<file path="src/core/dssl_pkg.sv">
package dssl_pkg;

   localparam logic       DSSL_DIR_DEFAULT = 1'b0;
   localparam logic       DSSL_HOME_INC_RESET = 1'b1;
   localparam logic       DSSL_STOP_RESET = 1'b1;
   localparam logic       DSSL_REPORT_RESET = 1'b0;

   typedef enum logic [2:0]
   {
      DSSL_MODE_POS  = 3'h1,
      DSSL_MODE_SPD  = 3'h2,
      DSSL_MODE_TRQ  = 3'h4
   } dssl_mode_e;

   typedef struct packed
   {
      logic ccw_stroke_end_n;
      logic cw_stroke_end_n;
      logic upper_address_limit_n;
      logic lower_address_limit_n;
   } dssl_limits_s;

   typedef struct packed
   {
      logic ccw;
      logic cw;
   } dssl_motion_s;

   typedef struct packed
   {
      logic warn_ccw_stroke;
      logic warn_cw_stroke;
      logic warn_upper_addr;
      logic warn_lower_addr;
   } dssl_warn_s;

   typedef enum logic [1:0]
   {
      DSSL_ST_RUN  = 2'h1,
      DSSL_ST_STOP = 2'h2
   } dssl_state_e;

endpackage : dssl_pkg

</file>
<file path="src/core/dssl_direction_limit.sv">
// Behaviour
// - Direction setting change marks homing incomplete.
// - Speed/torque modes use start inputs, ignore setting.
// - Direction setting resets to zero.
// - Position mode: setting one reverses address direction.
// - Reversal internal, pulse inputs unchanged.
// - Active limit raises warning and stops motor.
// - Torque mode ignores limits except pole detection on linear/direct drive motors.
// - Continuous-to-torque honours limits only during detection.
// - Limit inputs are normally closed contacts.
// - Upper address limit blocks increasing addresses.
// - Lower address limit blocks decreasing addresses.
// - CCW stroke end blocks CCW/positive motion.
// - CW stroke end blocks CW/negative motion.
// - Limit stop may clear stored home position.
// - Report CCW stroke end as upper or lower.
module dssl_direction_limit
   import dssl_pkg::*;
(
   input  wire logic         ref_clk,
   input  wire logic         resetn,
   input  wire logic         dir_load,
   input  wire logic         dir_value,
   input  wire dssl_mode_e   control_mode,
   input  wire logic         cont_to_torque,
   input  wire logic         linear_or_dd_motor,
   input  wire logic         pole_detect_active,
   input  wire logic         home_clear_on_limit,
   input  wire logic         homing_done,
   input  wire logic         cmd_addr_inc,
   input  wire logic         cmd_addr_dec,
   input  wire logic         forward_run_start,
   input  wire logic         reverse_run_start,
   input  wire dssl_limits_s limit_pins,
   output logic              travel_direction_select,
   output dssl_motion_s      motor_drive,
   output dssl_warn_s        limit_warning,
   output logic              motor_stop,
   output logic              homing_incomplete,
   output logic              report_upper_limit,
   output logic              report_lower_limit
);

   dssl_limits_s sync1_ff;
   dssl_limits_s sync2_ff;
   logic         dir_ff;
   logic         nxt_dir;
   logic         home_inc_ff;
   logic         nxt_home_inc;
   dssl_motion_s drive_ff;
   dssl_motion_s nxt_drive;
   dssl_warn_s   warn_ff;
   dssl_warn_s   nxt_warn;
   dssl_state_e  state_ff;
   dssl_state_e  nxt_state;
   logic         rep_up_ff;
   logic         rep_lo_ff;
   logic         nxt_rep_up;
   logic         nxt_rep_lo;
   logic         stop_ff;
   logic         nxt_stop;

   // Inputs are open-contact-active; a low level means the limit is in force.
   function automatic logic dssl_active(input logic contact_n);
      dssl_active = ~contact_n;
   endfunction : dssl_active

   logic honour;
   logic lim_ccw;
   logic lim_cw;
   logic lim_up;
   logic lim_lo;
   logic want_ccw;
   logic want_cw;
   logic want_inc;
   logic want_dec;
   logic blk_ccw;
   logic blk_cw;

   always_comb
   begin
      lim_ccw = dssl_active(sync2_ff.ccw_stroke_end_n);
      lim_cw  = dssl_active(sync2_ff.cw_stroke_end_n);
      lim_up  = dssl_active(sync2_ff.upper_address_limit_n);
      lim_lo  = dssl_active(sync2_ff.lower_address_limit_n);
      // Pole detection on linear or direct drive motors is the only torque case with limits.
      if (control_mode == DSSL_MODE_TRQ || cont_to_torque)
      begin
         honour = pole_detect_active & linear_or_dd_motor;
      end
      else
      begin
         honour = 1'b1;
      end
      want_inc = 1'b0;
      want_dec = 1'b0;
      want_ccw = 1'b0;
      want_cw  = 1'b0;
      unique case (control_mode)
         DSSL_MODE_POS:
         begin
            want_inc = cmd_addr_inc & ~cmd_addr_dec;
            want_dec = cmd_addr_dec & ~cmd_addr_inc;
            want_ccw = dir_ff ? want_dec : want_inc;
            want_cw  = dir_ff ? want_inc : want_dec;
         end
         DSSL_MODE_SPD, DSSL_MODE_TRQ:
         begin
            want_ccw = forward_run_start & ~reverse_run_start;
            want_cw  = reverse_run_start & ~forward_run_start;
            want_inc = dir_ff ? want_cw : want_ccw;
            want_dec = dir_ff ? want_ccw : want_cw;
         end
         default:
         begin
         end
      endcase
      // Each limit only removes motion toward itself, so backing off stays possible.
      blk_ccw = honour & (lim_ccw | (want_inc & lim_up) | (want_dec & lim_lo));
      blk_cw  = honour & (lim_cw | (want_inc & lim_up) | (want_dec & lim_lo));
      nxt_drive.ccw = want_ccw & ~blk_ccw;
      nxt_drive.cw  = want_cw & ~blk_cw;
      nxt_warn.warn_ccw_stroke = honour & lim_ccw;
      nxt_warn.warn_cw_stroke  = honour & lim_cw;
      nxt_warn.warn_upper_addr = honour & lim_up;
      nxt_warn.warn_lower_addr = honour & lim_lo;
      if ((want_ccw & blk_ccw) | (want_cw & blk_cw))
      begin
         nxt_state = DSSL_ST_STOP;
      end
      else
      begin
         nxt_state = DSSL_ST_RUN;
      end
      nxt_stop = (nxt_state == DSSL_ST_STOP);
   end

   // Reset loads all limit inputs as open so motion is held off until the pins settle.
   always_ff @(posedge ref_clk or negedge resetn)
   begin
      if (!resetn)
      begin
         sync1_ff <= '0;
         sync2_ff <= '0;
      end
      else
      begin
         sync1_ff <= limit_pins;
         sync2_ff <= sync1_ff;
      end
   end

   always_ff @(posedge ref_clk or negedge resetn)
   begin
      if (!resetn)
      begin
         drive_ff <= '0;
         warn_ff  <= '0;
         state_ff <= DSSL_ST_STOP;
         stop_ff  <= DSSL_STOP_RESET;
      end
      else
      begin
         drive_ff <= nxt_drive;
         warn_ff  <= nxt_warn;
         state_ff <= nxt_state;
         stop_ff  <= nxt_stop;
      end
   end

   always_comb
   begin
      nxt_dir = dir_load ? dir_value : dir_ff;
      nxt_home_inc = home_inc_ff;
      if (homing_done)
      begin
         nxt_home_inc = 1'b0;
      end
      // A setting change wins over a homing completion in the same cycle.
      if (dir_load && dir_value != dir_ff)
      begin
         nxt_home_inc = 1'b1;
      end
      if (home_clear_on_limit && nxt_state == DSSL_ST_STOP && state_ff == DSSL_ST_RUN)
      begin
         nxt_home_inc = 1'b1;
      end
   end

   always_ff @(posedge ref_clk or negedge resetn)
   begin
      if (!resetn)
      begin
         dir_ff      <= DSSL_DIR_DEFAULT;
         home_inc_ff <= DSSL_HOME_INC_RESET;
      end
      else
      begin
         dir_ff      <= nxt_dir;
         home_inc_ff <= nxt_home_inc;
      end
   end

   // Reports follow the stroke ends in every mode, so the controller sees them even when ignored.
   always_comb
   begin
      nxt_rep_up = dir_ff ? dssl_active(sync2_ff.cw_stroke_end_n)
                          : dssl_active(sync2_ff.ccw_stroke_end_n);
      nxt_rep_lo = dir_ff ? dssl_active(sync2_ff.ccw_stroke_end_n)
                          : dssl_active(sync2_ff.cw_stroke_end_n);
   end

   always_ff @(posedge ref_clk or negedge resetn)
   begin
      if (!resetn)
      begin
         rep_up_ff <= DSSL_REPORT_RESET;
         rep_lo_ff <= DSSL_REPORT_RESET;
      end
      else
      begin
         rep_up_ff <= nxt_rep_up;
         rep_lo_ff <= nxt_rep_lo;
      end
   end

   assign travel_direction_select = dir_ff;
   assign motor_drive             = drive_ff;
   assign limit_warning           = warn_ff;
   assign motor_stop              = stop_ff;
   assign homing_incomplete       = home_inc_ff;
   assign report_upper_limit      = rep_up_ff;
   assign report_lower_limit      = rep_lo_ff;

endmodule : dssl_direction_limit

</file>
<file path="config.mk">
export PLATFORM = sky130hd
export DESIGN_NAME = dssl_direction_limit
export DESIGN_NICKNAME = d
export VERILOG_FILES = /design/src/core/dssl_pkg.sv /design/src/core/dssl_direction_limit.sv
export SDC_FILE = /design/constraint.sdc
export NUM_CORES = 1
export LEC_CHECK = 0
export BUFFER_PORTS_ARGS = -buffer_cell sky130_fd_sc_hd__buf_2
export CAP_MARGIN = 20
export CORE_AREA = 5 5 47 66
export CTS_BUF_LIST = sky130_fd_sc_hd__clkbuf_2 sky130_fd_sc_hd__clkbuf_4 sky130_fd_sc_hd__clkbuf_8
export DETAILED_ROUTE_END_ITERATION = 7
export DIE_AREA = 0 0 52 71
export HOLD_SLACK_MARGIN = 0.12
export SYNTH_ARGS = -nofsm -noshare
export SYNTH_HDL_FRONTEND = slang
export SYNTH_SLANG_ARGS = --single-unit
</file>
<file path="constraint.sdc">
create_clock -name ref_clk -period 4.2 [get_ports ref_clk]
set_clock_uncertainty 0.1 [all_clocks]
set_input_delay 0.63 -clock ref_clk [delete_from_list [all_inputs] [get_ports ref_clk]]
set_output_delay 0.63 -clock ref_clk [all_outputs]
set_load 0.1 [all_outputs]
</file>
==> qor.txt <==
Outcome -> completed
Area of the multi-input gates -> 308 um^2
Final wirelength -> 1.56 mm
HP Class -> primary input to async pin
Core box area -> 2500 um^2
Tcrit/Tclk final -> 50.4%
CTS tree -> done
Clock transition at path regs -> 110 ps
Maximum vdd drop -> 0.000228 V
Reg2reg start -> travel_direction_select
Nets -> 119
Register-to-Register Path Depth -> 5
Slowest Stage Delay on Critical Path -> 590 ps
CTS root buffer -> clkbuf_4
Detailed-route DRC error count -> 0
Io pins -> 31
Delay-heaviest family, CP -> flip-flops
CP cell instances -> buf_2
Worst Path Buf+Inv -> 1
FP Rows -> 22
Die W -> 52 um
Reg2Reg Capture Point -> state_ff[0]
Initial core utilization -> 32.9%
Sum of negative setup slack -> 0 ps
Die area -> 3690 um^2
Detailed-route vias per instance -> 4.60
Syn avg cell area -> 12.7 um^2
Worst-Skew Late Latency -> 290 ps
Hold-fix buffers, CTS -> 0
Dpl cells -> 130
H-tree depth -> 1
Vias in the first global route -> 683
# fillers -> 254
Die Span Y -> 71 um
Syn_nets -> 85
Met1 Wirelength -> 596 um
Final non-filler cell total -> 134
Cts repair resizes -> 0
Pwr dens -> 450 nW/um^2
Antenna diodes -> 0
Max layer used -> met4
Final ANT Viol Nets -> 0
Initial antenna violation count -> 0
Slowest cell on the critical path -> dfrtp_1
Largest net degree at the start of global routing -> 21
Final Max Tran Viols -> 0
Slew HR -> 56.8%
Most frequent cells in the layout -> 30 x buf_2, 18 x dfrtp_1, 7 x nor2_1
Initial DRC Count -> 16
Routability cong. -> 0.756
Clock sink count -> 20
DRT Pass-1 Iters -> 2
P_leak -> 0.000504 uW
Top cell type's share of synthesized area -> 54.7%
Final Hold Fails -> 0
Dpl hpwl -> 1.24 mm
Wire per inst -> 11.6 um
Met3 wire len -> 99 um
Max FO, Critical Path -> 9
Kind of critical path -> flip-flop to primary output
Area growth, synth to finish -> 29.5%
Sequential Area -> 503 um^2
Post-CTS Repair Setup Buffers -> 0
Final setup viols -> 0
Mapped Area -> 823 um^2
Via count -> 616
First-pass GRT wire length -> 2.67 mm
CTS max path bufs -> 2
Maximum clock rate -> 0.473 GHz
Area leader, netlist -> dfrtp_1
WP data arrival -> 1390 ps
CP required -> 3470 ps
Cell variety after synth -> 25
Routed met2 length -> 832 um
CTS buffer count -> 3
Syn. warnings -> 0
Most area-consuming cells after synthesis -> dfrtp_1 55%, dfstp_2 6.4%, o311ai_2 4.0%
Max cap viols -> 0
Yosys reg bits -> 20
Most common cell after layout, fill and taps aside -> buf_2
Synth Instances -> 65
Sequential share of the synthesized area -> 61.1%
RSZ-0062 raised after global routing -> no
Setup crit end kind -> primary output
Worst-Margin Slew -> 648 ps
Gr usage total -> 9.47%
Total congestion overflow -> 0
Final min period -> 2120 ps
Buffers added on ports -> 30
CP startpoint kind -> flip-flop
Layout cells sized above 1 -> 42.9%
R2r setup slk -> 2480 ps
[synth_stat cells]
library cell / count
a22oi_1: 1
o221a_2: 1
o22ai_1: 2
or3_1: 1
dfstp_2: 2
a21oi_1: 3
o211ai_1: 1
xor2_1: 2
buf_2: 1
nand2b_4: 2
nand2b_1: 1
mux2i_1: 2
o311ai_2: 2
o21ai_0: 1
nor3b_1: 4
nand2_1: 4
o21ai_1: 1
a2bb2oi_1: 1
o221a_4: 1
nor2b_1: 2
a21boi_0: 2
dfrtp_1: 18
nor2_1: 7
inv_1: 2
or2_1: 1
[stage by stage]
step	worst slack, ps	power (uW)	hold slack, ps	cell area [um^2]	utilization, %
floorplan	1960	304	231	823	-
global placement	2170	332	232	1010	40.5
detailed placement	2140	333	235	1010	40.5
CTS	2070	487	160	1070	42.6
global route	2020	504	164	1070	42.6
finish	2080	480	155	1070	42.6
[cells by family after synthesis]
family,synth area share (%)
xor gates and xnor gates,2.13
DFF,61.1
and+or+nand+nor,15.8
AOI/OAI and AO/OA,17.0
buffers and inverters,1.52
muxes,2.43
[flip-flops by register name, indices dropped and copies added, names as in the netlist]
register,flops
report_upper_limit,1
limit_warning,4
homing_incomplete,1
report_lower_limit,1
sync2_ff,4
state_ff,2
sync1_ff,4
motor_drive,2
travel_direction_select,1
[final cells by class]
cell class	count	share of cell area, %
flip-flops and latches	20	47.2
multi-input cells	42	28.9
clock buffers	3	2.11
clock inverters	1	2.82
repair buffers	30	14.1
inverters	2	0.704
well taps	36	4.23
[power by group]
group	total [uW]	internal (uW)	switching (uW)
Clock	152	96.3	55.8
Sequential	214	206	7.75
Combinational	114	27.3	86.6
[worst max path at each step]
stage	end	depth (start not counted)	startpoint	slack (ps)
floorplan	state_ff[0]	6	travel_direction_select	1960
global placement	motor_drive[0]	6	control_mode[0]	2170
detailed placement	motor_drive[0]	6	control_mode[0]	2140
CTS	travel_direction_select	1	travel_direction_select	2070
global route	travel_direction_select	1	travel_direction_select	2020
finish	travel_direction_select	1	travel_direction_select	2080
[routing by layer]
layer	track usage, %	vias up
li1	-	295
met1	8.87	295
met2	17.5	22
met3	2.32	4
met4	5.83	0
met5	0	-
Power figures use the tool's default switching activity.
